## src/pin_mux_map.vh

```
`ifndef PIN_MUX_MAP_VH
`define PIN_MUX_MAP_VH

// pin function select codes (per pin)
`define FN_QUAD      3'h0
`define FN_TIMER     3'h1
`define FN_SPI       3'h2
`define FN_GPIO      3'h3
`define FN_NONE      3'h4

// bit positions in the port c pull-up enable word
`define PU_PHASE_B_BIT 1
`define PU_INDEX_BIT   2

// pull-up enable reset value, all lines pulled up
`define PU_RESET 16'hffff

`endif

```

## src/encoder_pin_function_mux.v

```verilog
// Contract
// When the phase-B SPI select bit is set, the phase B pin carries the SPI 1 master-out data line.
// When the index SPI select bit is set, the index pin carries the SPI 1 master-in data line.
// On the full variant the phase B pin feeds the decoder phase B input after reset until software changes it.
// On the full variant the index pin feeds the decoder index input after reset until software changes it.
// On the reduced variant neither pin has a function after reset, so software must choose one first.
// Clearing bit 1 of the port C pull-up enable turns off the phase B pin pull-up.
// Clearing bit 2 of the port C pull-up enable turns off the index pin pull-up.
// In general-purpose mode each of the two port C lines is an input or an output on its own.
// The master-out line is driven in SPI master mode and is an input in slave mode.
// The master-in line is an input in SPI master mode and is driven in slave mode.
// The master presents each master-out bit half a serial clock before the slave samples it.
// The slave presents each master-in bit half a serial clock before the master samples it.
// An unselected SPI slave leaves its master-in output undriven.
// The SPI 1 slave select selects the slave in slave mode and arbitrates masters in master mode; the code only gates the slave with it.
`timescale 1ns/1ps
`include "pin_mux_map.vh"

module encoder_pin_function_mux #(
	parameter FULL_VARIANT = 1
) (
	// clock and reset
	input  wire        i_clk,
	input  wire        i_rst_b,
	// configuration
	input  wire        i_phase_b_spi_select,
	input  wire        i_index_pin_spi_select,
	input  wire        i_phase_b_timer_select,
	input  wire        i_index_timer_select,
	input  wire        i_phase_b_gpio_select,
	input  wire        i_index_gpio_select,
	input  wire        i_cfg_write,
	// pull-up control
	input  wire [15:0] i_port_c_pullup_enable,
	input  wire        i_pullup_write,
	// spi 1 core side
	input  wire        i_spi_master_mode,
	input  wire        i_spi1_slave_select_in_b,
	input  wire        i_spi_mosi_out,
	input  wire        i_spi_miso_out,
	output reg         o_spi_mosi_in,
	output reg         o_spi_miso_in,
	// timer b channels
	input  wire        i_timer_b_channel_one_out,
	input  wire        i_timer_b_channel_one_oe,
	input  wire        i_timer_b_channel_two_out,
	input  wire        i_timer_b_channel_two_oe,
	output reg         o_timer_b_channel_one,
	output reg         o_timer_b_channel_two,
	// port c lines
	input  wire        i_port_c_line_one_out,
	input  wire        i_port_c_line_one_dir,
	input  wire        i_port_c_line_two_out,
	input  wire        i_port_c_line_two_dir,
	output reg         o_port_c_line_one,
	output reg         o_port_c_line_two,
	// decoder inputs
	output reg         o_quad_phase_b_in,
	output reg         o_quad_index_in,
	// pins
	input  wire        i_phase_b_pin,
	output reg         o_phase_b_pin,
	output reg         o_phase_b_pin_oe,
	output reg         o_phase_b_pullup,
	input  wire        i_index_pin,
	output reg         o_index_pin,
	output reg         o_index_pin_oe,
	output reg         o_index_pullup,
	// status
	output wire [2:0]  o_phase_b_function,
	output wire [2:0]  o_index_function
);

	reg  [2:0] phase_fn_q;
	reg  [2:0] index_fn_q;
	reg        full_q;
	reg        pu_b_q;
	reg        pu_i_q;
	wire       mosi_drive;
	wire       miso_drive;

	// spi wins over timer over gpio; with nothing set the decoder gets the pin
	function [2:0] pick_fn;
		input spi_sel;
		input tmr_sel;
		input gpio_sel;
		begin
			if (spi_sel)
				pick_fn = `FN_SPI;
			else if (tmr_sel)
				pick_fn = `FN_TIMER;
			else if (gpio_sel)
				pick_fn = `FN_GPIO;
			else
				pick_fn = `FN_QUAD;
		end
	endfunction

	// a spi data line is driven only in the direction that the role gives it
	function spi_drives;
		input is_mosi_line;
		input master;
		input slave_sel_b;
		begin
			if (is_mosi_line)
				spi_drives = master;
			else
				spi_drives = !master && !slave_sel_b;
		end
	endfunction

	// slave select only gates the slave; master arbitration is left to the spi core
	assign mosi_drive = spi_drives(1'b1, i_spi_master_mode,
		i_spi1_slave_select_in_b);
	assign miso_drive = spi_drives(1'b0, i_spi_master_mode,
		i_spi1_slave_select_in_b);

	assign o_phase_b_function = phase_fn_q;
	assign o_index_function   = index_fn_q;

	always @(posedge i_clk or negedge i_rst_b) begin
		if (!i_rst_b) begin
			// reset holds no function; the variant decides on the first edge
			phase_fn_q <= `FN_NONE;
			index_fn_q <= `FN_NONE;
			pu_b_q     <= 1'b1;
			pu_i_q     <= 1'b1;
		end else begin
			if (!full_q) begin
				if (FULL_VARIANT != 0) begin
					phase_fn_q <= `FN_QUAD;
					index_fn_q <= `FN_QUAD;
				end
			end
			// reduced variant stays unassigned until this write
			if (i_cfg_write) begin
				phase_fn_q <= pick_fn(i_phase_b_spi_select, i_phase_b_timer_select,
					i_phase_b_gpio_select);
				index_fn_q <= pick_fn(i_index_pin_spi_select, i_index_timer_select,
					i_index_gpio_select);
			end
			// only bits 1 and 2 belong to these pins; the rest of the word is ignored
			if (i_pullup_write) begin
				pu_b_q <= i_port_c_pullup_enable[`PU_PHASE_B_BIT];
				pu_i_q <= i_port_c_pullup_enable[`PU_INDEX_BIT];
			end
		end
	end

	// marks the first edge after reset, when the variant's default is applied
	always @(posedge i_clk or negedge i_rst_b) begin
		if (!i_rst_b)
			full_q <= 1'b0;
		else
			full_q <= 1'b1;
	end

	// pull-ups are left on even while driving; only the enable bit turns them off
	always @* begin
		o_phase_b_pullup = pu_b_q;
		o_index_pullup   = pu_i_q;
	end

	// pin drive is combinational so spi data keeps the core's half-clock timing
	always @* begin
		o_phase_b_pin         = 1'b0;
		o_phase_b_pin_oe      = 1'b0;
		o_spi_mosi_in         = 1'b0;
		o_timer_b_channel_one = 1'b0;
		o_port_c_line_one     = 1'b0;
		o_quad_phase_b_in     = 1'b0;
		case (phase_fn_q)
			`FN_QUAD: o_quad_phase_b_in = i_phase_b_pin;
			`FN_TIMER: begin
				o_timer_b_channel_one = i_phase_b_pin;
				o_phase_b_pin         = i_timer_b_channel_one_out;
				o_phase_b_pin_oe      = i_timer_b_channel_one_oe;
			end
			`FN_SPI: begin
				o_phase_b_pin_oe = mosi_drive;
				if (mosi_drive)
					o_phase_b_pin = i_spi_mosi_out;
				else
					o_spi_mosi_in = i_phase_b_pin;
			end
			`FN_GPIO: begin
				o_port_c_line_one = i_phase_b_pin;
				o_phase_b_pin     = i_port_c_line_one_out;
				o_phase_b_pin_oe  = i_port_c_line_one_dir;
			end
			default: o_phase_b_pin_oe = 1'b0;
		endcase
	end

	// index pin routing; kept apart from phase b so each pin's defaults sit with its case
	always @* begin
		o_index_pin           = 1'b0;
		o_index_pin_oe        = 1'b0;
		o_spi_miso_in         = 1'b0;
		o_timer_b_channel_two = 1'b0;
		o_port_c_line_two     = 1'b0;
		o_quad_index_in       = 1'b0;
		case (index_fn_q)
			`FN_QUAD: o_quad_index_in = i_index_pin;
			`FN_TIMER: begin
				o_timer_b_channel_two = i_index_pin;
				o_index_pin           = i_timer_b_channel_two_out;
				o_index_pin_oe        = i_timer_b_channel_two_oe;
			end
			`FN_SPI: begin
				// unselected slave leaves the line floating
				o_index_pin_oe = miso_drive;
				if (miso_drive)
					o_index_pin = i_spi_miso_out;
				else if (i_spi_master_mode)
					o_spi_miso_in = i_index_pin;
			end
			`FN_GPIO: begin
				o_port_c_line_two = i_index_pin;
				o_index_pin       = i_port_c_line_two_out;
				o_index_pin_oe    = i_port_c_line_two_dir;
			end
			default: o_index_pin_oe = 1'b0;
		endcase
	end

endmodule // encoder_pin_function_mux

```

## config.mk

```make
export PLATFORM = sky130hd
export DESIGN_NAME = encoder_pin_function_mux
export DESIGN_NICKNAME = d
export VERILOG_FILES = /design/src/encoder_pin_function_mux.v
export VERILOG_INCLUDE_DIRS = /design/src
export SDC_FILE = /design/constraint.sdc
export NUM_CORES = 1
export LEC_CHECK = 0
export ABC_AREA = 1
export BUFFER_PORTS_ARGS = -buffer_cell sky130_fd_sc_hd__clkbuf_2
export CAP_MARGIN = 20
export CELL_PAD_IN_SITES_DETAIL_PLACEMENT = 0
export CELL_PAD_IN_SITES_GLOBAL_PLACEMENT = 2
export CORE_ASPECT_RATIO = 0.6
export CORE_UTILIZATION = 14
export CTS_BUF_LIST = sky130_fd_sc_hd__clkbuf_16
export CTS_CLUSTER_DIAMETER = 40
export DETAILED_ROUTE_END_ITERATION = 7
export GPL_TIMING_DRIVEN = 0
export PLACE_DENSITY_LB_ADDON = 0.1
export SLEW_MARGIN = 20
export SYNTH_ARGS = -nofsm -noshare
export SYNTH_HDL_FRONTEND = slang
export SYNTH_SLANG_ARGS = --single-unit
```

## constraint.sdc

```tcl
create_clock -name i_clk -period 1.1 [get_ports i_clk]
set_input_delay 0.055 -clock i_clk [delete_from_list [all_inputs] [get_ports i_clk]]
set_output_delay 0.055 -clock i_clk [all_outputs]
set_load 0.1 [all_outputs]
```

## Word-level counts from Yosys, hierarchy flattened

Index checks and enable logic that the tools add are counted.

- Flip-flop bits (word level): 9
- Input bits: 40
- Output and inout bits: 20
- Word-level logic and storage cells: 43

- Eq/ne operators: 7
- Mux-type cells: 26
- Reduce and logical (&&, ||, !) cells: 5

Operator list:

| cell | count |
|---|---|
| two-way mux 1 bit | 13 |
| equality test 3 x 2 -> 1 bit, second input constant | 4 |
| two-way mux 2 bit | 6 |
| case mux 1 bit (3 select lines) | 4 |
| two-way mux 3 bit | 3 |
| equality test 3 x 1 -> 1 bit, second input constant | 2 |
| logical NOT 3 bit | 2 |
| logical NOT 1 bit | 2 |
| inequality test 2 bit, second input constant | 1 |
| logical AND 1 bit | 1 |

## Longest topological paths before layout

- Depth after elaboration: 4
- Depth in mapped cells: 5

## Worst setup path before layout

OpenSTA, ideal clock, no wires.

- Path type: reg2out
- From: reg phase_fn_q[0], in the netlist o_phase_b_function[0]
- To: out o_timer_b_channel_one
- Data arrival time: 4,095 ps
- Data required time: 1,045 ps
- Path slack: -3,050 ps
- Stages on the path, launching flop included: 4
- Buffers on the path: 1
- Cell sequence: dfrtp_1 buf_4 inv_1 nor4_1

- Word-level cells in the longest chain between the ends: 2

RTL lines:

| element | RTL line | text |
|---|---|---|
| start: declaration | encoder_pin_function_mux.v:74 | `reg [2:0] phase_fn_q;` |
| start signal: assignment | encoder_pin_function_mux.v:124 | `` phase_fn_q <= `FN_NONE; `` |
| start signal: assignment | encoder_pin_function_mux.v:131 | `` phase_fn_q <= `FN_QUAD; `` |
| start signal: assignment | encoder_pin_function_mux.v:137 | `phase_fn_q <= pick_fn(i_phase_b_spi_select, i_phase_b_timer_select,` |
| equality test 3 x 1 -> 1 bit | encoder_pin_function_mux.v:172 | `case (phase_fn_q)` |
| two-way mux 1 bit | encoder_pin_function_mux.v:172 |  |
| end: declaration | encoder_pin_function_mux.v:48 | `output reg o_timer_b_channel_one,` |

No other way between the ends.

==> reports/qor.txt <==
Highest Clock Rate = 649.0 MHz
CTS root buf = clkbuf_16
wire per inst = 11.88 microns
Yosys top cell area share = 22.94%
global-route wire length before repair = 3608 microns
Pleak = 0.7731 nW
vias in the first global route = 728
failing checks = negative setup slack
Via-to-Cell Ratio = 3.952
Setup WS post-layout = -0.4409 ns
worst slack, placed = -0.4475 ns
area grow syn2layout = 204.4%
vias post-DR = 747
H-tree depth = 1
initial antenna violation count = 0
CTS Buf Count = 3
Pins Over Slew Limit = 0
Final setup viols = 16
Synth Warn # = 0
crit end category = primary output
Layout Nets = 183
die width = 82.59 microns
Final Core Density = 44.86%
Crit. Startpoint = o_phase_b_function[2]
RePlAce Congestion = 0.6465
gr ovfl total = 0
Cell variety after synth = 17
Pwr Total = 1.847 mW
Reg clk slew, reported paths = 0.04 ns
EDFF count, synth = 0
Power per Cell Area = 1113 nW/um^2
Post-Syn Instances = 75
DRT antenna net count = 0
Final Cycle Share = 140.1%
WS Path Type = flop to primary output
die height = 50.35 microns
RSZ-0062 raised after global routing = true
Max IR drop VDD = 0.6538 mV
Reg2Reg Launch Point = o_phase_b_function[2]
WHS = 0.06507 ns
Max-Cap Viols = 0
Core ar. = 3701 sq um
Total GRT Usage = 11.67%
Synth area leader = dfrtp_1
CTS tree = done
worst min path class = primary input to flop
Fin. Hold Viols = 0
Yosys reg bits = 8
Synth Cell Area = 545.5 sq um
ANT cells = 0
clk buf depth = 2
Main synth FF type = dfrtp_1
sequential fraction of the synthesis area = 37.39%
Syn Nets = 115
input/output buffers = 45
Total Wirelength = 2246 microns
# rows = 17
share of cells above drive strength 1 = 69.72%
Clock Latency Late Sink = 0.23 ns
Hold Startpoint = i_port_c_pullup_enable[2]
DIE AREA = 4158 sq um
Data arrival, critical path = 1.49 ns
asr flop ratio synth = 100.0%
CP Data Required Time = 1.04 ns
CP startpoint kind = flop
setup tns final = -5.163 ns
Initial Util = 14.74%
Clock Sinks = 8
DRT Pass-1 Iters = 4
Area contributors post-synth = dfrtp_1 23%, dfstp_2 14%, nand4_1 9.2%
top-level I/O count = 60
DRC viols = 0
syn avg cell area = 7.274 sq um
minimum clock period = 1.541 ns
Iter 0 DRT Violations = 22
outcome = finished with violations
most frequent cell after synthesis = inv_1
dpl hpwl = 1615 microns
Post-synth top cells = 11 x inv_1, 9 x nand2_1, 8 x nand4_1, 8 x nor2_1, 7 x nand3_1
largest net degree at the start of global routing = 11
Clock Skews = 0.0003511 ns
worst-path fanout max = 5
where the power goes:
part	switching, mW	leakage (nW)	internal (mW)	total [mW]
Clock	0.143	0.0423	0.473	0.616
Combinational	0.519	0.641	0.337	0.856
Sequential	0.0400	0.0900	0.335	0.375
cell usage in the layout, fill, tap and decap left out, types with 2 or more instances in the layout:
cell type	n
clkbuf_2	25
clkbuf_16	17
inv_1	11
buf_4	10
nand4_1	8
nand2_1	7
buf_8	6
o21ai_0	6
nor2_1	5
nand3_4	5
buf_6	5
nor2_4	4
nor4_4	4
dfrtp_4	4
dfstp_4	3
buf_12	3
inv_6	2
o21bai_1	2
mux2_2	2
path summary, 6_finish.rpt:
path / cells past startpoint / slack (ns) / to
min in group asynchronous: 2 / 0.22 / full_q
min: 2 / 0.07 / o_index_pullup
max in group asynchronous: 2 / 0.63 / o_index_pullup
min reg2reg: 2 / 0.58 / o_phase_b_function[2]
max reg2reg: 3 / 0.10 / o_phase_b_function[2]
max: 5 / -0.44 / o_index_pin
through the flow:
step	std cells	cell area (sq um)
floorplan	75	752.0
global placement	167	1036
detailed placement	167	1036
CTS	178	1489
global route	189	1660
finish	189	1660
area by class of cell:
| type | instances | area, sq um |
|---|---|---|
| Timing Repair Buffer | 64 | 758.2 |
| Inverter | 14 | 65.06 |
| Buffer | 2 | 30.03 |
| Clock buffer | 3 | 75.07 |
| Sequential cell | 8 | 230.2 |
| Clock inverter | 1 | 3.754 |
| Multi-Input combinational cell | 50 | 439.2 |
| Fill cell | 353 | 2041 |
| Tap cell | 47 | 58.81 |
sequential cells by signal, indices dropped and copies added (netlist names):
| register | count |
|---|---|
| o_phase_b_pullup | 1 |
| o_index_function | 2 |
| o_phase_b_function | 3 |
| full_q | 1 |
| o_index_pullup | 1 |
routing by layer:
| metal | global-route usage [%] | share of wire [%] | vias to the layer above |
|---|---|---|---|
| met5 | 0 | 0 | - |
| met4 | 1.724 | 0.53 | 0 |
| met3 | 2.909 | 4.9 | 2 |
| met2 | 16.94 | 44 | 26 |
| met1 | 17.43 | 50 | 327 |
| li1 | - | - | 392 |
worst max-delay path, cell delays in order, from the launching register on:
cell	delay [ns]
dfstp_4	0.65
inv_6	0.05
clkbuf_16	0.15
nand4_1	0.11
nand3_4	0.09
clkbuf_16	0.20
cell families after synthesis:
group,count (synthesis),synth area share [%]
muxes,2,4.128
and+or+nand+nor,39,35.09
DFF,8,37.39
AOI/OAI and AO/OA,8,8.256
other,1,0.6874
buffers and inverters,17,14.45
repair_timing:
item | CTS | global route
resized for setup | 56 | 15
pin swaps | 1 | 8
endpoints found under the setup margin | 20 | 17
hold buffers | 1 | 0
cloned | 0 | 1
hold endpoints to repair | 8 | 0
buffers inserted | 7 | 10
Power figures use the tool's default switching activity.
